===== config.mk =====
export PLATFORM = sky130hd
export DESIGN_NAME = voltage_comparator_control
export DESIGN_NICKNAME = d
export VERILOG_FILES = /design/src/rtl/cmp_ctrl_pkg.sv /design/src/rtl/comparator_unit.sv /design/src/rtl/voltage_comparator_control.sv
export SDC_FILE = /design/constraint.sdc
export NUM_CORES = 1
export LEC_CHECK = 0
export BUFFER_PORTS_ARGS = -buffer_cell sky130_fd_sc_hd__buf_4
export CAP_MARGIN = 20
export CORE_AREA = 2 2 89 91
export DETAILED_ROUTE_END_ITERATION = 10
export DIE_AREA = 0 0 91 93
export MAX_ROUTING_LAYER = met4
export PLACE_DENSITY = 0.83
export SKIP_CTS_REPAIR_TIMING = 1
export SYNTH_ARGS = -nofsm -noshare
export SYNTH_HDL_FRONTEND = slang
export SYNTH_SLANG_ARGS = --single-unit

===== constraint.sdc =====
create_clock -name ref_clk -period 1.55 [get_ports ref_clk]
set_input_delay 0.3875 -clock ref_clk [delete_from_list [all_inputs] [get_ports ref_clk]]
set_output_delay 0.3875 -clock ref_clk [all_outputs]
set_load 0.03 [all_outputs]

===== src/rtl/cmp_ctrl_pkg.sv =====
// constants shared by the comparator control logic
package cmp_ctrl_pkg;
  // register indexes; byte address is four times the index
  localparam logic [7:0] CTRL0_IDX = 8'h9b;
  localparam logic [7:0] MODE0_IDX = 8'h9d;
  localparam logic [7:0] MUX0_IDX = 8'h9f;
  localparam logic [7:0] CTRL1_IDX = 8'ha0;
  localparam logic [7:0] MODE1_IDX = 8'ha1;
  localparam logic [7:0] MUX1_IDX = 8'ha2;
  localparam int ADDR_LSB = 2;
  // control register fields
  localparam int CTRL_EN_BIT = 7;
  localparam int CTRL_OUT_BIT = 6;
  localparam int CTRL_RISE_BIT = 5;
  localparam int CTRL_FALL_BIT = 4;
  localparam int CTRL_HYP_LSB = 2;
  localparam int CTRL_HYN_LSB = 0;
  // mode register fields
  localparam int MODE_RISE_MASK_BIT = 5;
  localparam int MODE_FALL_MASK_BIT = 4;
  localparam int MODE_RESP_LSB = 0;
  // input select fields
  localparam int MUX_NEG_LSB = 4;
  localparam int MUX_POS_LSB = 0;
  // values after reset
  localparam logic [7:0] CTRL_RESET = 8'h00;
  localparam logic [7:0] MODE_RESET = 8'h02;
  localparam logic [7:0] MUX_RESET = 8'hff;
  // hysteresis codes
  localparam logic [1:0] HYST_OFF = 2'h0;
  localparam logic [1:0] HYST_5MV = 2'h1;
  localparam logic [1:0] HYST_10MV = 2'h2;
  localparam logic [1:0] HYST_20MV = 2'h3;
  // response time codes, fastest first
  localparam logic [1:0] RESP_FASTEST = 2'h0;
  localparam logic [1:0] RESP_SLOWEST = 2'h3;
endpackage


===== src/rtl/comparator_unit.sv =====
// synchroniser, edge detector and output gating for one comparator
`timescale 1ns/1ps
module comparator_unit (
  input wire logic ref_clk,
  input wire logic nrst,
  input wire logic cmp_in,
  input wire logic unit_enable,
  output logic raw_out,
  output logic output_state,
  output logic rise_pulse,
  output logic fall_pulse,
  output logic latched_out
);
  logic s1_q;
  logic s2_q;
  logic s3_q;
  logic state_q;
  logic agree;

  // raw path has no clock so it works with the clock stopped
  assign raw_out = cmp_in & unit_enable;

  // three stage synchroniser, input gated low while disabled
  always_ff @(posedge ref_clk or negedge nrst) begin
    if (!nrst) begin
      s1_q <= 1'b0;
      s2_q <= 1'b0;
      s3_q <= 1'b0;
    end else begin
      s1_q <= cmp_in & unit_enable;
      s2_q <= s1_q;
      s3_q <= s2_q;
    end
  end

  assign agree = (s2_q == s3_q);

  // accepted output, changes only when stages two and three agree
  always_ff @(posedge ref_clk or negedge nrst) begin
    if (!nrst) begin
      state_q <= 1'b0;
    end else if (agree) begin
      state_q <= s3_q;
    end
  end

  assign output_state = state_q;
  // compare new sample with previous accepted sample
  assign rise_pulse = agree & s3_q & ~state_q;
  assign fall_pulse = agree & ~s3_q & state_q;

  // clock synchronous latched output
  always_ff @(posedge ref_clk or negedge nrst) begin
    if (!nrst) begin
      latched_out <= 1'b0;
    end else begin
      latched_out <= state_q & unit_enable;
    end
  end
endmodule


===== src/rtl/voltage_comparator_control.sv =====
// control and status logic for two voltage comparators on classic wishbone
// Summary of operation
// - two independent comparators, each with own settings, flags and outputs.
// - control bit 7 enables comparator when 1, disables when 0.
// - read-only bit 6 shows comparator output, readable any time.
// - rise flag set on each rising output edge, held until written 0.
// - fall flag set on each falling output edge, held until cleared.
// - bits 3-2 pick positive hysteresis off, 5, 10, 20 mV.
// - bits 1-0 pick negative hysteresis off, 5, 10, 20 mV.
// - interrupt possible on rising and on falling output edges.
// - rise interrupt request needs rise mask set and rise flag set.
// - fall interrupt request needs fall mask set and fall flag set.
// - raw output reaches its pin with no clocking at all.
// - latched output synchronised to system clock is also offered.
// - disabled comparator drives its routed outputs low.
// - two-bit fields choose positive and negative input pins.
// - first comparator output is offered as a reset source.
// - mode bits 1-0 select response time, 0 fastest, 3 slowest.
// - mode bit 5 rise mask, bit 4 fall mask, unused bits read 0.
`timescale 1ns/1ps
module voltage_comparator_control #(
  parameter int UNITS = 2,
  parameter int ADDR_W = 10
) (
  input wire logic ref_clk,
  input wire logic nrst,
  // wishbone slave
  input wire logic wb_cyc_i,
  input wire logic wb_stb_i,
  input wire logic wb_we_i,
  input wire logic [ADDR_W-1:0] wb_adr_i,
  input wire logic [3:0] wb_sel_i,
  input wire logic [31:0] wb_dat_i,
  output logic [31:0] wb_dat_o,
  output logic wb_ack_o,
  // analog core side
  input wire logic [UNITS-1:0] cmp_in,
  output logic [UNITS-1:0] ana_enable,
  output logic [2*UNITS-1:0] pos_hyst_sel,
  output logic [2*UNITS-1:0] neg_hyst_sel,
  output logic [2*UNITS-1:0] response_time_sel,
  output logic [2*UNITS-1:0] pos_input_sel,
  output logic [2*UNITS-1:0] neg_input_sel,
  // pins and system
  output logic [UNITS-1:0] raw_out,
  output logic [UNITS-1:0] latched_out,
  output logic [UNITS-1:0] rise_irq,
  output logic [UNITS-1:0] fall_irq,
  output logic reset_source
);
  typedef enum {
    REG_NONE,
    REG_CTRL,
    REG_MODE,
    REG_MUX
  } reg_kind_e;

  logic req;
  logic wr_en;
  logic rd_en;
  logic ack_q;
  logic [31:0] rdata_q;
  logic [7:0] wbyte;
  logic [7:0] idx;
  logic word_ok;
  reg_kind_e kind;
  logic unit_sel;

  logic [UNITS-1:0] en_q;
  logic [1:0] hyp_q [UNITS];
  logic [1:0] hyn_q [UNITS];
  logic [UNITS-1:0] rise_flag_q;
  logic [UNITS-1:0] fall_flag_q;
  logic [UNITS-1:0] rise_mask_q;
  logic [UNITS-1:0] fall_mask_q;
  logic [1:0] resp_q [UNITS];
  logic [1:0] psel_q [UNITS];
  logic [1:0] nsel_q [UNITS];
  logic [UNITS-1:0] out_state;
  logic [UNITS-1:0] rise_pulse;
  logic [UNITS-1:0] fall_pulse;
  logic [UNITS-1:0] latched;
  logic [7:0] ctrl_rd [UNITS];
  logic [7:0] mode_rd [UNITS];
  logic [7:0] mux_rd [UNITS];

  // index to register kind
  function automatic reg_kind_e kind_of(input logic [7:0] i);
    case (i)
      cmp_ctrl_pkg::CTRL0_IDX,
      cmp_ctrl_pkg::CTRL1_IDX: kind_of = REG_CTRL;
      cmp_ctrl_pkg::MODE0_IDX,
      cmp_ctrl_pkg::MODE1_IDX: kind_of = REG_MODE;
      cmp_ctrl_pkg::MUX0_IDX,
      cmp_ctrl_pkg::MUX1_IDX: kind_of = REG_MUX;
      default: kind_of = REG_NONE;
    endcase
  endfunction

  // index to comparator number
  function automatic logic unit_of(input logic [7:0] i);
    case (i)
      cmp_ctrl_pkg::CTRL1_IDX,
      cmp_ctrl_pkg::MODE1_IDX,
      cmp_ctrl_pkg::MUX1_IDX: unit_of = 1'b1;
      default: unit_of = 1'b0;
    endcase
  endfunction

  // bus decode
  assign req = wb_cyc_i & wb_stb_i & ~ack_q;
  assign idx = wb_adr_i[ADDR_W-1:cmp_ctrl_pkg::ADDR_LSB];
  assign word_ok = (wb_adr_i[cmp_ctrl_pkg::ADDR_LSB-1:0] == 2'h0);
  assign kind = word_ok ? kind_of(idx) : REG_NONE;
  assign unit_sel = unit_of(idx);
  // write lands at the edge where the master samples ack high
  assign wr_en = wb_cyc_i & wb_stb_i & ack_q & wb_we_i & wb_sel_i[0] & (kind != REG_NONE);
  assign rd_en = req & ~wb_we_i;
  assign wbyte = wb_dat_i[7:0];

  // one ack per request, dropped the cycle after
  always_ff @(posedge ref_clk or negedge nrst) begin
    if (!nrst) begin
      ack_q <= 1'b0;
    end else begin
      ack_q <= req;
    end
  end

  genvar g;
  generate
    for (g = 0; g < UNITS; g++) begin : g_unit
      logic hit;
      logic ctrl_wr;
      logic mode_wr;
      logic mux_wr;

      assign hit = (int'(unit_sel) == g);
      assign ctrl_wr = wr_en & hit & (kind == REG_CTRL);
      assign mode_wr = wr_en & hit & (kind == REG_MODE);
      assign mux_wr = wr_en & hit & (kind == REG_MUX);

      comparator_unit u_cmp (
        .ref_clk(ref_clk),
        .nrst(nrst),
        .cmp_in(cmp_in[g]),
        // gated by the core enable so raw output and core power agree
        .unit_enable(ana_enable[g]),
        .raw_out(raw_out[g]),
        .output_state(out_state[g]),
        .rise_pulse(rise_pulse[g]),
        .fall_pulse(fall_pulse[g]),
        .latched_out(latched[g])
      );

      // enable bit
      always_ff @(posedge ref_clk or negedge nrst) begin
        if (!nrst) begin
          en_q[g] <= cmp_ctrl_pkg::CTRL_RESET[cmp_ctrl_pkg::CTRL_EN_BIT];
        end else if (ctrl_wr) begin
          en_q[g] <= wbyte[cmp_ctrl_pkg::CTRL_EN_BIT];
        end
      end

      // hysteresis fields
      always_ff @(posedge ref_clk or negedge nrst) begin
        if (!nrst) begin
          hyp_q[g] <= cmp_ctrl_pkg::CTRL_RESET[cmp_ctrl_pkg::CTRL_HYP_LSB +: 2];
          hyn_q[g] <= cmp_ctrl_pkg::CTRL_RESET[cmp_ctrl_pkg::CTRL_HYN_LSB +: 2];
        end else if (ctrl_wr) begin
          hyp_q[g] <= wbyte[cmp_ctrl_pkg::CTRL_HYP_LSB +: 2];
          hyn_q[g] <= wbyte[cmp_ctrl_pkg::CTRL_HYN_LSB +: 2];
        end
      end

      // rise flag, edge wins over a software write
      always_ff @(posedge ref_clk or negedge nrst) begin
        if (!nrst) begin
          rise_flag_q[g] <= cmp_ctrl_pkg::CTRL_RESET[cmp_ctrl_pkg::CTRL_RISE_BIT];
        end else if (rise_pulse[g]) begin
          rise_flag_q[g] <= 1'b1;
        end else if (ctrl_wr) begin
          rise_flag_q[g] <= wbyte[cmp_ctrl_pkg::CTRL_RISE_BIT];
        end
      end

      // fall flag, edge wins over a software write
      always_ff @(posedge ref_clk or negedge nrst) begin
        if (!nrst) begin
          fall_flag_q[g] <= cmp_ctrl_pkg::CTRL_RESET[cmp_ctrl_pkg::CTRL_FALL_BIT];
        end else if (fall_pulse[g]) begin
          fall_flag_q[g] <= 1'b1;
        end else if (ctrl_wr) begin
          fall_flag_q[g] <= wbyte[cmp_ctrl_pkg::CTRL_FALL_BIT];
        end
      end

      // interrupt masks
      always_ff @(posedge ref_clk or negedge nrst) begin
        if (!nrst) begin
          rise_mask_q[g] <= cmp_ctrl_pkg::MODE_RESET[cmp_ctrl_pkg::MODE_RISE_MASK_BIT];
          fall_mask_q[g] <= cmp_ctrl_pkg::MODE_RESET[cmp_ctrl_pkg::MODE_FALL_MASK_BIT];
        end else if (mode_wr) begin
          rise_mask_q[g] <= wbyte[cmp_ctrl_pkg::MODE_RISE_MASK_BIT];
          fall_mask_q[g] <= wbyte[cmp_ctrl_pkg::MODE_FALL_MASK_BIT];
        end
      end

      // response time
      always_ff @(posedge ref_clk or negedge nrst) begin
        if (!nrst) begin
          resp_q[g] <= cmp_ctrl_pkg::MODE_RESET[cmp_ctrl_pkg::MODE_RESP_LSB +: 2];
        end else if (mode_wr) begin
          resp_q[g] <= wbyte[cmp_ctrl_pkg::MODE_RESP_LSB +: 2];
        end
      end

      // input pin selects
      always_ff @(posedge ref_clk or negedge nrst) begin
        if (!nrst) begin
          psel_q[g] <= cmp_ctrl_pkg::MUX_RESET[cmp_ctrl_pkg::MUX_POS_LSB +: 2];
          nsel_q[g] <= cmp_ctrl_pkg::MUX_RESET[cmp_ctrl_pkg::MUX_NEG_LSB +: 2];
        end else if (mux_wr) begin
          psel_q[g] <= wbyte[cmp_ctrl_pkg::MUX_POS_LSB +: 2];
          nsel_q[g] <= wbyte[cmp_ctrl_pkg::MUX_NEG_LSB +: 2];
        end
      end

      // read images
      always_comb begin
        ctrl_rd[g] = 8'h00;
        ctrl_rd[g][cmp_ctrl_pkg::CTRL_EN_BIT] = en_q[g];
        ctrl_rd[g][cmp_ctrl_pkg::CTRL_OUT_BIT] = out_state[g];
        ctrl_rd[g][cmp_ctrl_pkg::CTRL_RISE_BIT] = rise_flag_q[g];
        ctrl_rd[g][cmp_ctrl_pkg::CTRL_FALL_BIT] = fall_flag_q[g];
        ctrl_rd[g][cmp_ctrl_pkg::CTRL_HYP_LSB +: 2] = hyp_q[g];
        ctrl_rd[g][cmp_ctrl_pkg::CTRL_HYN_LSB +: 2] = hyn_q[g];
      end

      always_comb begin
        mode_rd[g] = 8'h00;
        mode_rd[g][cmp_ctrl_pkg::MODE_RISE_MASK_BIT] = rise_mask_q[g];
        mode_rd[g][cmp_ctrl_pkg::MODE_FALL_MASK_BIT] = fall_mask_q[g];
        mode_rd[g][cmp_ctrl_pkg::MODE_RESP_LSB +: 2] = resp_q[g];
      end

      // unused select bits read as one, like their reset value
      always_comb begin
        mux_rd[g] = 8'hff;
        mux_rd[g][cmp_ctrl_pkg::MUX_POS_LSB +: 2] = psel_q[g];
        mux_rd[g][cmp_ctrl_pkg::MUX_NEG_LSB +: 2] = nsel_q[g];
      end

      // masked interrupt requests
      always_ff @(posedge ref_clk or negedge nrst) begin
        if (!nrst) begin
          rise_irq[g] <= 1'b0;
        end else begin
          rise_irq[g] <= rise_mask_q[g] & rise_flag_q[g];
        end
      end

      always_ff @(posedge ref_clk or negedge nrst) begin
        if (!nrst) begin
          fall_irq[g] <= 1'b0;
        end else begin
          fall_irq[g] <= fall_mask_q[g] & fall_flag_q[g];
        end
      end

      // settings to the analog core
      always_ff @(posedge ref_clk or negedge nrst) begin
        if (!nrst) begin
          ana_enable[g] <= 1'b0;
        end else begin
          ana_enable[g] <= en_q[g];
        end
      end

      always_ff @(posedge ref_clk or negedge nrst) begin
        if (!nrst) begin
          pos_hyst_sel[2*g +: 2] <= cmp_ctrl_pkg::HYST_OFF;
          neg_hyst_sel[2*g +: 2] <= cmp_ctrl_pkg::HYST_OFF;
        end else begin
          pos_hyst_sel[2*g +: 2] <= hyp_q[g];
          neg_hyst_sel[2*g +: 2] <= hyn_q[g];
        end
      end

      always_ff @(posedge ref_clk or negedge nrst) begin
        if (!nrst) begin
          response_time_sel[2*g +: 2] <= cmp_ctrl_pkg::MODE_RESET[1:0];
        end else begin
          response_time_sel[2*g +: 2] <= resp_q[g];
        end
      end

      always_ff @(posedge ref_clk or negedge nrst) begin
        if (!nrst) begin
          pos_input_sel[2*g +: 2] <= cmp_ctrl_pkg::MUX_RESET[1:0];
          neg_input_sel[2*g +: 2] <= cmp_ctrl_pkg::MUX_RESET[5:4];
        end else begin
          pos_input_sel[2*g +: 2] <= psel_q[g];
          neg_input_sel[2*g +: 2] <= nsel_q[g];
        end
      end
    end
  endgenerate

  assign latched_out = latched;

  // first comparator offered to the reset logic
  always_ff @(posedge ref_clk or negedge nrst) begin
    if (!nrst) begin
      reset_source <= 1'b0;
    end else begin
      reset_source <= latched[0];
    end
  end

  // read data, zero for unmapped or write cycles
  always_ff @(posedge ref_clk or negedge nrst) begin
    if (!nrst) begin
      rdata_q <= 32'h0000_0000;
    end else if (rd_en) begin
      case (kind)
        REG_CTRL: rdata_q <= {24'h00_0000, ctrl_rd[unit_sel]};
        REG_MODE: rdata_q <= {24'h00_0000, mode_rd[unit_sel]};
        REG_MUX: rdata_q <= {24'h00_0000, mux_rd[unit_sel]};
        default: rdata_q <= 32'h0000_0000;
      endcase
    end else begin
      rdata_q <= 32'h0000_0000;
    end
  end

  assign wb_ack_o = ack_q;
  assign wb_dat_o = rdata_q;
endmodule


Yosys cells after proc, flatten, opt, wreduce, memory -nomap -nowiden
Index checks and enable logic that the tools add are counted.
{ "totals": {"out_inout_bits": 64, "word_cells": 135, "inputBits": 53, "register_bits": 100} }
{ "classes": {"n_eq_ne": 14, "reduce_logical": 10, "n_bitwise": 39, "muxes": 22, "magnitude_cmp": 1} }
{ "ops": {"columns": ["op", "count"], "rows": [
  ["$eq A32 B2 Y1 const B", 3],
  ["$eq A32 B3 Y1 const B", 2],
  ["$mux W32", 2],
  ["$mux W8", 7],
  ["$eq A8 B8 Y1 const B", 6],
  ["$eq A32 B1 Y1 const B", 1],
  ["$reduce_bool A32 Y1", 1],
  ["$and A1 B1 Y1", 31],
  ["$pmux W8 S3", 1],
  ["$mux W6", 2],
  ["$mux W1", 9],
  ["$reduce_bool A2 Y1", 4],
  ["$not A1 Y1", 7],
  ["$pmux W2 S3", 1],
  ["$reduce_or A2 Y1", 3],
  ["$reduce_or A3 Y1", 1],
  ["$eq A1 B1 Y1", 2],
  ["$ge A2 B2 Y1 const B", 1],
  ["$logic_not A2 Y1", 1],
  ["$not A1 Y2", 1]
]} }

Logic depth before layout (Yosys ltp)
Gate-level depths: netlist (run 1).
{ "depth": {"ltp_word": 10, "depth_mapped": 6, "depth_no_buf": 5} }

Modules after synthesis
Synthesis (run 1) repeated with hierarchy kept, for this count alone.
{ "hier_totals": {"cells_unflattened": 243, "area_unflattened_um2": 3186.8} }
{ "by_module_without_submodules": {"columns": ["mod", "seq_area_each_um2", "area_each_um2", "cells_each", "instances"], "rows": [
  ["voltage_comparator_control", 1676.6, 2791.4, 215, 1],
  ["comparator_unit", 125.1, 197.7, 14, 2]
]} }

Worst setup path before layout (run 1)
Ideal clock, no wire load.
{ "synth_timing": {"path_kind": "register to register", "startpoint": "reg ack_q (netlist: wb_ack_o)", "endpoint": "reg hyn_q, in the netlist ctrl_rd[0]", "path_buffers": 1, "arrival_time_ns": 1.692, "path_stages_with_launch": 6, "required_time_ns": 1.425, "synth_period_minus_slack_ns": 1.816, "slack_ns": -0.266, "setup_ns": 0.125, "path_cell_list": "dfrtp_1 > nand3_1 > or2_0 > clkbuf_1 > nor3_4 > mux2_2"} }
{ "synth_between": {"elab_chain_cells": 6} }
{ "synth_lines": {"columns": ["item", "line", "text"], "rows": [
  ["start, declared", "voltage_comparator_control.sv:61", "logic ack_q;"],
  ["start signal, assigned", "voltage_comparator_control.sv:126", "ack_q <= req;"],
  ["$and A1 B1 Y1 (4 in a row)", "voltage_comparator_control.sv:117", "assign wr_en = wb_cyc_i & wb_stb_i & ack_q & wb_we_i & wb_sel_i[0] & (kind != REG_NONE);"],
  ["$and A1 B1 Y1 (2 in a row)", "voltage_comparator_control.sv:139", "assign ctrl_wr = wr_en & hit & (kind == REG_CTRL);"],
  ["end signal, assigned by index", "voltage_comparator_control.sv:169", "hyn_q[g] <= cmp_ctrl_pkg::CTRL_RESET[cmp_ctrl_pkg::CTRL_HYN_LSB +: 2];"],
  ["end signal, assigned by index", "voltage_comparator_control.sv:172", "hyn_q[g] <= wbyte[cmp_ctrl_pkg::CTRL_HYN_LSB +: 2];"],
  ["end, declared", "voltage_comparator_control.sv:71", "logic [1:0] hyn_q [UNITS];"]
]} }
No other way between the ends.
A chain may end at the register's enable or synchronous reset.

Worst setup path after layout (run 1)
{ "layout_timing": {"startpoint": "reg ack_q (netlist: wb_ack_o)", "endpoint": "reg psel_q, in the netlist mux_rd[0]"} }
{ "layout_between": {"elab_chain_cells": 6} }
{ "layout_lines": {"columns": ["item", "line", "text"], "rows": [
  ["$and A1 B1 Y1 (4 in a row)", "voltage_comparator_control.sv:117", null],
  ["$and A1 B1 Y1 (2 in a row)", "voltage_comparator_control.sv:141", "assign mux_wr = wr_en & hit & (kind == REG_MUX);"],
  ["end signal, assigned by index", "voltage_comparator_control.sv:221", "psel_q[g] <= cmp_ctrl_pkg::MUX_RESET[cmp_ctrl_pkg::MUX_POS_LSB +: 2];"],
  ["end signal, assigned by index", "voltage_comparator_control.sv:224", "psel_q[g] <= wbyte[cmp_ctrl_pkg::MUX_POS_LSB +: 2];"],
  ["end, declared", "voltage_comparator_control.sv:77", "logic [1:0] psel_q [UNITS];"]
]} }
No other way between the ends.

==> results of run 1 <==
## power by group
group	total [W]	internal, W	leakage [nW]	switching [W]
combinational	0.000263	0.0000865	1.11	0.000176
sequential	0.00199	0.00199	0.971	0.00000150
clock	0.00139	0.000705	0.102	0.000681
total	0.00364	0.00278	2.18	0.000858
## routing by layer
layer | up-vias | track usage, % | wire (um)
li1 | 952 | - | -
met1 | 1021 | 18.9 | 2800
met2 | 66 | 25.8 | 3340
met3 | 13 | 5.00 | 357
met4 | 0 | 6.06 | 112
met5 | - | - | 0
## path summary, 6_finish.rpt
kind                                      start                    to  slack [ps]  cells past startpoint
max in group asynchronous                  nrst           rise_irq[1]         550                      3
min                                   cmp_in[1]  g_unit[1].u_cmp.s1_q         280                      2
min in group asynchronous                  nrst  response_time_sel[2]         500                      2
max reg2reg                            wb_ack_o             mux_rd[0]         -40                      5
min reg2reg                g_unit[1].u_cmp.s1_q  g_unit[1].u_cmp.s2_q         350                      0
max                                    wb_ack_o             mux_rd[0]         -40                      5
## state kept, by name (all words and copies together), names as in the netlist, 4 cells and up
name	count
neg_hyst_sel	4
pos_hyst_sel	4
neg_input_sel	4
mux_rd	8
ctrl_rd	14
mode_rd	6
response_time_sel	4
wb_dat_o	8
pos_input_sel	4
## kinds of logic (layout without fill, tap and decap cells)
group,count (synthesis),in the layout,synth area share (%)
flops,76,76,60.1
simple gates,52,52,11.2
mux,41,41,13.8
buf+inv,38,117,8.08
compound gates,20,20,4.84
fa+ha+maj,4,4,1.56
other cells,1,24,0.117
xor+xnor,1,1,0.273
## placed cells by master (no fill, tap or decap), types with 3 or more instances in the layout
cell and n:
mux2_4 9, mux2_2 16, dfrtp_1 55, ha_1 4
and2_1 8, buf_4 86, nor3_4 3, nand3_1 4
nor2_1 7, conb_1 24, nand2_1 10, o21ai_0 3
clkinv_2 3, a21oi_1 4, clkbuf_8 12, buf_6 7
inv_1 6, mux2i_1 15, o221a_2 3, dfstp_2 20
a22oi_1 4
## cell type report
cell class | count | area [sq um]
clock buffers | 12 | 165
flip-flops and latches | 76 | 1930
well taps | 102 | 128
multi-input cells | 142 | 1190
inverters | 6 | 22.5
clock inverters | 4 | 21.3
fillers | 627 | 3320
repair buffers | 95 | 754
## per-stage QoR
stage,setup TNS [ps],util [%]
4_1_cts,-2800,54.1
3_5_place_dp,-11910,51.7
6_report,-178,55.9
2_1_floorplan,-3420,-
5_1_grt,-670,55.9
3_3_place_gp,-10990,51.7
## synth_stat cells
library cell	n	share of area (%)
a21o_1	1	0.23
a21o_4	1	0.47
a21oi_1	4	0.62
a221o_1	1	0.31
a22oi_1	4	0.94
and2_1	8	1.6
and2b_1	1	0.23
and3_1	1	0.20
and4b_1	1	0.31
and4b_4	1	0.43
and4bb_2	1	0.39
buf_4	31	7.3
clkbuf_1	1	0.12
conb_1	1	0.12
dfrtp_1	56	44
dfstp_2	20	16
ha_1	4	1.6
inv_1	6	0.70
mux2_1	1	0.35
mux2_2	25	8.8
mux2i_1	15	4.7
nand2_1	10	1.2
nand2b_4	2	0.86
nand3_1	6	0.94
nand3_2	2	0.62
nand3b_2	1	0.35
nor2_1	7	0.82
nor2_2	1	0.20
nor2b_1	1	0.20
nor2b_2	1	0.27
nor3_1	2	0.31
nor3_4	3	1.5
nor4b_1	1	0.27
o211ai_1	1	0.23
o21ai_0	4	0.62
o221a_1	1	0.35
o221a_2	3	1.1
or2_0	1	0.20
or3_4	1	0.35
xor2_1	1	0.27
## critical path, stage by stage, from the launching register on
cell     delay [ps]
dfrtp_2         360
nand3_2          60
or2_4           300
buf_6           140
nor3_4          280
mux2_2          380
==> results.json, run 1 <==
{
  "setup_slack_ps": -38.2,
  "post-route-min-period_ps": 1590,
  "dieArea_sq_um": 8460,
  "min-delay-path-class": "input port to register",
  "first_pass_iters": 5,
  "status": "complete, but fails checks",
  "nets": 387,
  "hpwl_um": 4670,
  "ctsLongestPathBuffers": 2,
  "placed_area_sq_um": 3890,
  "drt_first_iter_violations": 137,
  "finalSetupViolCount": 7,
  "drcViolationCount": 0,
  "wl_per_cell_um": 15.1,
  "critPathCaptureType": "register",
  "violations": "setup timing",
  "htree_num_levels": 3,
  "grt.overflow.total": 0,
  "worst_setup_path_start_kind": "register",
  "antenna_cells": 0,
  "syn_area_per_cell_sq_um": 13.8,
  "crit_required_ps": 1830,
  "die_w_um": 91,
  "min_period_over_period_pct": 102,
  "yosysSeqAreaShare_pct": 60.1,
  "place.gp.congestion": 0.807,
  "core_sq_um": 7530,
  "rows": 32,
  "postRouteAntennaNets": 0,
  "clk_latency_ps": 350,
  "p_leak_nw": 2.18,
  "power_w": 0.00364,
  "ir_worst_vdd_uv": 391,
  "drive_gt1_share_pct": 52.8,
  "ys_ff_latch": 76,
  "grt_pass1_vias": 2023,
  "worstSetupPathType": "register to register",
  "path_clk_slew_ps": 70,
  "cp_data_arrival_time_ps": 1860,
  "syn_area_sq_um": 3210,
  "final_cells": 437,
  "detailedPlace.worstSlack_ps": -397,
  "power.density_nw_per_um2": 864,
  "holdWs_ps": 275,
  "syn2layout_area_growth_pct": 31.3,
  "initial_core_util_pct": 42.6,
  "max_cap_violations": 0,
  "final_cell_area_sq_um": 4210,
  "slew_violations": 0,
  "clock-sinks": 76,
  "numCtsBuffers": 9,
  "io_buffer_count": 64,
  "fmax_mhz": 630,
  "cts_tree": "done",
  "synth_cell_type_count": 40,
  "grt.total_usage_pct": 16.0,
  "grt_max_degree": 40,
  "finalHoldViolations": 0,
  "synth-warning-count": 0,
  "via_per_inst": 4.70,
  "clock_skew_ps": 5.89,
  "grt_antenna_before_repair": 0,
  "rsz0062_at_grt": "true",
  "place_inst": 415,
  "routed_wl_um": 6610,
  "die_y_um": 93,
  "vias": 2052,
  "synthCells": 233,
  "io_pins": 117,
  "crit_fanout": 4,
  "grt_pass1_wl_um": 9970,
  "root_buffer": "clkbuf_8"
}
(Power assumes the default switching activity.)
==> run 2, diff against run 1 <==
--- a/config.mk
+++ b/config.mk
@@ -5,13 +5,13 @@
 export SDC_FILE = /design/constraint.sdc
 export NUM_CORES = 1
 export LEC_CHECK = 0
-export BUFFER_PORTS_ARGS = -buffer_cell sky130_fd_sc_hd__buf_4
 export CAP_MARGIN = 20
-export CORE_AREA = 2 2 89 91
+export CORE_AREA = 2 2 84 86
 export DETAILED_ROUTE_END_ITERATION = 10
-export DIE_AREA = 0 0 91 93
+export DIE_AREA = 0 0 86 88
+export DONT_BUFFER_PORTS = 1
 export MAX_ROUTING_LAYER = met4
-export PLACE_DENSITY = 0.83
+export PLACE_DENSITY = 0.76
 export SKIP_CTS_REPAIR_TIMING = 1
 export SYNTH_ARGS = -nofsm -noshare
 export SYNTH_HDL_FRONTEND = slang
==> run 2 against run 1 <==
The flow finishes with violations (hold timing). Non-clock buffer count is 75 lower. Wire length is 12% lower. Worst hold slack worse by 550 ps. Fmax is 2.7% higher. Via count is 15% lower. Sequential power hardly changed. Cell count is 22% lower. Flip-flop and latch count stayed put. Design area is 15% lower. Total power is 3.8% lower. Utilization is 2.0 points lower. Largest cell class unchanged. Highest routed layer unchanged.
==> results.json, run 2 (same netlist as run 1, synthesis figures left out) <==
{
  "status": "complete, but fails checks",
  "violations": "hold timing",
  "routed_wl_um": 5810,
  "vias": 1754,
  "cts_tree": "done",
  "ctsLongestPathBuffers": 2,
  "min_period_over_period_pct": 99.8,
  "clockPowerShare_pct": 39.5,
  "holdWs_ps": -272,
  "core_sq_um": 6640,
  "htree_num_levels": 3,
  "fmax_mhz": 646,
  "cp_data_arrival_time_ps": 1770,
  "power.density_nw_per_um2": 976,
  "clock-sinks": 76,
  "worstSetupPathType": "register to register",
  "first_pass_iters": 4,
  "finalSetupViolCount": 0,
  "detailedPlace.worstSlack_ps": -274,
  "crit_fanout": 4,
  "p_seq_share_pct": 56.9,
  "io_buffer_count": 0,
  "dieArea_sq_um": 7570,
  "rows": 30,
  "hpwl_um": 4080,
  "p_sw_share_pct": 23.3,
  "numCtsBuffers": 9,
  "path_clk_slew_ps": 80,
  "p_int_w": 0.00268,
  "crit_required_ps": 1780,
  "clock_skew_ps": 7.62,
  "grt.total_usage_pct": 16.4,
  "layout_common_cells": "55 x dfrtp_1, 24 x conb_1, 20 x dfstp_2, 17 x mux2_2, 16 x buf_4",
  "grt.overflow.total": 0,
  "grt_pass1_vias": 1779,
  "layout_commonest_cell": "dfrtp_1",
  "drive_gt1_share_pct": 39.2,
  "ir_worst_vdd_uv": 529,
  "r2r-start": "wb_ack_o",
  "drcViolationCount": 0,
  "power_frac_comb_pct": 3.6,
  "via_per_inst": 5.16,
  "wl_per_cell_um": 17.1,
  "p_leak_nw": 1.77,
  "antenna_cells": 0,
  "place.gp.congestion": 0.807,
  "worst_setup_path_start_kind": "register",
  "io_pins": 117,
  "min-delay-path-class": "input port to asynchronous set/reset pin",
  "setup_slack_ps": 2.94,
  "die_w_um": 86,
  "die_y_um": 88,
  "syn2layout_area_growth_pct": 11.8,
  "critPathCaptureType": "register",
  "root_buffer": "clkbuf_8",
  "grt_antenna_before_repair": 0,
  "max_cap_violations": 0,
  "setup_tns_ps": 0,
  "critPathLaunch": "wb_ack_o",
  "post-route-min-period_ps": 1550,
  "largest_reg_flops": 14,
  "postRouteAntennaNets": 0,
  "reg2reg_to": "fall_mask_q[1]",
  "rsz0062_at_grt": "true",
  "drt_first_iter_violations": 127,
  "netSwitchingPower_w": 0.000814,
  "grt_max_degree": 77,
  "clk_latency_ps": 340,
  "initial_core_util_pct": 48.2,
  "worstRegToRegCells": 6,
  "rrSetupSlack_ps": 3,
  "slew_violations": 0,
  "nets": 312,
  "grt_pass1_wl_um": 8890,
  "finalHoldViolations": 76
}
[run 2: worst max-delay path by stage]
stage                           endpoint  slack, ps  cells after the start
after floorplan           fall_mask_q[1]       -160                      5
after global placement         mux_rd[1]       -260                      5
after detailed placement       mux_rd[1]       -270                      5
after CTS                 fall_mask_q[0]       -140                      6
after global routing          mode_rd[5]        -40                      6
final                     fall_mask_q[1]          3                      6
[run 2: worst max-delay path, cell delays in order, from the launching register on]
cell and delay [ps]:
dfrtp_2 370, nand3_2 50, or2_4 270, buf_8 150, nor3_4 140, buf_6 150, mux2_4 290
[run 2: final cells by class]
class,count,area [sq um]
Clock buffer,11,151
Clock inverter,5,35.0
Fill cell,574,3060
Inverter,6,22.5
Multi-Input combinational cell,142,1160
Sequential cell,76,1930
Tap cell,80,100
Timing Repair Buffer,20,186
[run 2: power by group through the flow]
stage                     logic, W  clock network [W]  registers, W
after CTS                 0.000123            0.00143       0.00199
after global routing      0.000133            0.00151       0.00199
final                     0.000127            0.00138       0.00199
after global placement    0.000121                  0       0.00203
after floorplan           0.000150                  0       0.00203
after detailed placement  0.000123                  0       0.00203
[run 2: layer usage]
layer  global-route usage, %  vias up  wire length, um
met5                       -        -                0
met4                    7.36        0              110
met3                    5.37       10              432
met2                    24.8       67             2880
met1                    20.0      882             2390
li1                        -      795                -
[run 2: stage by stage]
step / util [%] / cell area, sq um / total power [W] / std cells
floorplan: - / 3330 / 0.00218 / 256
finish: 54.0 / 3580 / 0.00350 / 340
global route: 54.0 / 3580 / 0.00364 / 340
global placement: 50.3 / 3340 / 0.00215 / 322
detailed placement: 50.3 / 3340 / 0.00215 / 322
CTS: 53.1 / 3530 / 0.00354 / 338
==> run 3, diff against run 2 <==
--- a/config.mk
+++ b/config.mk
@@ -6,13 +6,15 @@
 export NUM_CORES = 1
 export LEC_CHECK = 0
 export CAP_MARGIN = 20
-export CORE_AREA = 2 2 84 86
+export CORE_AREA = 2 2 85 87
+export CTS_CLUSTER_SIZE = 16
 export DETAILED_ROUTE_END_ITERATION = 10
-export DIE_AREA = 0 0 86 88
+export DIE_AREA = 0 0 87 89
 export DONT_BUFFER_PORTS = 1
 export MAX_ROUTING_LAYER = met4
-export PLACE_DENSITY = 0.76
+export PLACE_DENSITY = 0.74
 export SKIP_CTS_REPAIR_TIMING = 1
 export SYNTH_ARGS = -nofsm -noshare
 export SYNTH_HDL_FRONTEND = slang
 export SYNTH_SLANG_ARGS = --single-unit
+export TNS_END_PERCENT = 10
==> run 3 against run 2 <==
The run still ends with hold timing left. Sequential power hardly changed. Worst hold slack gained 4.6 ps. Clock power barely moved. Non-clock buffer count fell by 1. Design area is 1.7% lower. Die area increased by 2.3%. Fmax rose by 0.52%. Combinational power about the same. Critical path depth unchanged. Largest cell class unchanged. Largest power group unchanged. Highest routed layer unchanged.
==> results.json, run 3 (same netlist as run 1, synthesis figures left out) <==
{
  "postRouteAntennaNets": 0,
  "layout_common_cells": "55 x dfrtp_1, 24 x conb_1, 21 x mux2_2, 20 x dfstp_2, 16 x buf_4",
  "place.gp.congestion": 0.929,
  "syn2layout_area_growth_pct": 9.95,
  "max_cap_violations": 0,
  "cp_slowest_cell": "and4bb_4",
  "multiInputGateArea_sq_um": 1150,
  "hpwl_um": 3990,
  "power_w": 0.00347,
  "clock-sinks": 76,
  "rows": 30,
  "crit_family": "simple AND/OR/NAND/NOR gates",
  "finalSetupViolCount": 0,
  "vias": 1765,
  "clockPowerShare_pct": 38.9,
  "violations": "hold timing",
  "drive_gt1_share_pct": 36.7,
  "netSwitchingPower_w": 0.000775,
  "ir_worst_vdd_uv": 390,
  "drcViolationCount": 0,
  "status": "complete, but fails checks",
  "finalHoldViolations": 76,
  "cp_data_arrival_time_ps": 1770,
  "r2r-start": "wb_ack_o",
  "rrSetupSlack_ps": 10,
  "min_period_over_period_pct": 99.3,
  "worstRegToRegCells": 6,
  "regArea_sq_um": 1930,
  "final_cells": 339,
  "p_sw_share_pct": 22.4,
  "place_inst": 322,
  "clk_latency_ps": 340,
  "io_buffer_count": 0,
  "die_w_um": 87,
  "worstSetupPathType": "input port to register",
  "slew_violations": 0,
  "dieArea_sq_um": 7740,
  "ctsLongestPathBuffers": 2,
  "crit_fanout": 5,
  "via_per_inst": 5.21,
  "root_buffer": "clkbuf_8",
  "cp-endpoint": "fall_mask_q[1]",
  "rsz0062_at_grt": "true",
  "fillCellCount": 534,
  "critPathLaunch": "wb_adr_i[8]",
  "critPathCaptureType": "register",
  "cp_cell_sequence": "and4bb_4 -> nand3_1 -> a21o_1 -> nor3_4 -> buf_6 -> mux2_4",
  "min-delay-path-class": "input port to asynchronous set/reset pin",
  "path_clk_slew_ps": 80,
  "grt_pass1_wl_um": 8660,
  "die_y_um": 89,
  "drt_first_iter_violations": 75,
  "p_int_w": 0.00269,
  "clock_skew_ps": 7.05,
  "grt_max_degree": 77,
  "crit_required_ps": 1780,
  "fmax_mhz": 650,
  "path_depth": 6,
  "cts_tree": "done",
  "grt.overflow.total": 0,
  "worst-path-buf-inv": 1,
  "grt.total_usage_pct": 15.9,
  "antenna_cells": 0,
  "grt_pass1_vias": 1715,
  "power_frac_comb_pct": 3.7,
  "first_pass_iters": 4,
  "post-route-min-period_ps": 1540,
  "critPathMaxStageDelay_ps": 370,
  "layout_commonest_cell": "dfrtp_1",
  "htree_num_levels": 3,
  "p_leak_nw": 1.77,
  "reg2reg_to": "fall_mask_q[0]",
  "power.density_nw_per_um2": 984,
  "nets": 311,
  "holdWs_ps": -268,
  "wl_per_cell_um": 16.8,
  "io_pins": 117,
  "p_seq_share_pct": 57.4,
  "numCtsBuffers": 9,
  "largest_reg_flops": 14,
  "core_sq_um": 6720,
  "routed_wl_um": 5690,
  "initial_core_util_pct": 47.7,
  "grt_antenna_before_repair": 0,
  "worst_setup_path_start_kind": "input port"
}
[run 3: power groups by stage]
stage | clock network [W] | logic [W] | registers (W)
3_3_place_gp | 0 | 0.000122 | 0.00203
6_report | 0.00135 | 0.000128 | 0.00199
2_1_floorplan | 0 | 0.000150 | 0.00203
5_1_grt | 0.00148 | 0.000134 | 0.00199
4_1_cts | 0.00139 | 0.000124 | 0.00199
3_5_place_dp | 0 | 0.000123 | 0.00203
[run 3: area by class of cell]
cell class,count,area share (%)
multi-input combinational,142,32.5
inverter,6,0.639
clock buffer,14,4.65
timing repair buffer,19,4.37
clock inverter,2,0.284
sequential,76,54.7
tap,80,2.84
[run 3: how the worst min path moves through the flow]
| stage | startpoint | endpoint | slack (ps) | depth (start not counted) |
|---|---|---|---|---|
| after CTS | nrst | wb_ack_o | -290 | 0 |
| final | nrst | ctrl_rd[0] | -270 | 0 |
| after floorplan | nrst | ana_enable[0] | 90 | 0 |
| after global routing | nrst | ctrl_rd[0] | -300 | 0 |
| after detailed placement | nrst | response_time_sel[0] | 90 | 0 |
| after global placement | nrst | mode_rd[8] | 90 | 0 |
[run 3: routing by layer]
metal	share of wire [%]	wire, um	GRT usage (%)	up-vias
met1	43	2470	19.9	886
met2	47	2690	23.2	76
met5	0	0	-	-
met4	2.0	112	6.39	0
li1	-	-	-	795
met3	7.3	415	6.19	8
[run 3: through the flow]
step                      hold WS (ps)  utilization, %  setup slack, ps  area [sq um]  setup TNS (ps)
after CTS                         -288            51.6             -138          3470           -1490
after detailed placement          93.8            49.0             -316          3290           -6400
after floorplan                   91.9               -             -157          3300           -3840
final                             -268            52.5             10.9          3520               0
after global routing              -300            52.5            -53.0          3520            -130
after global placement            94.0            49.0             -286          3290           -5900
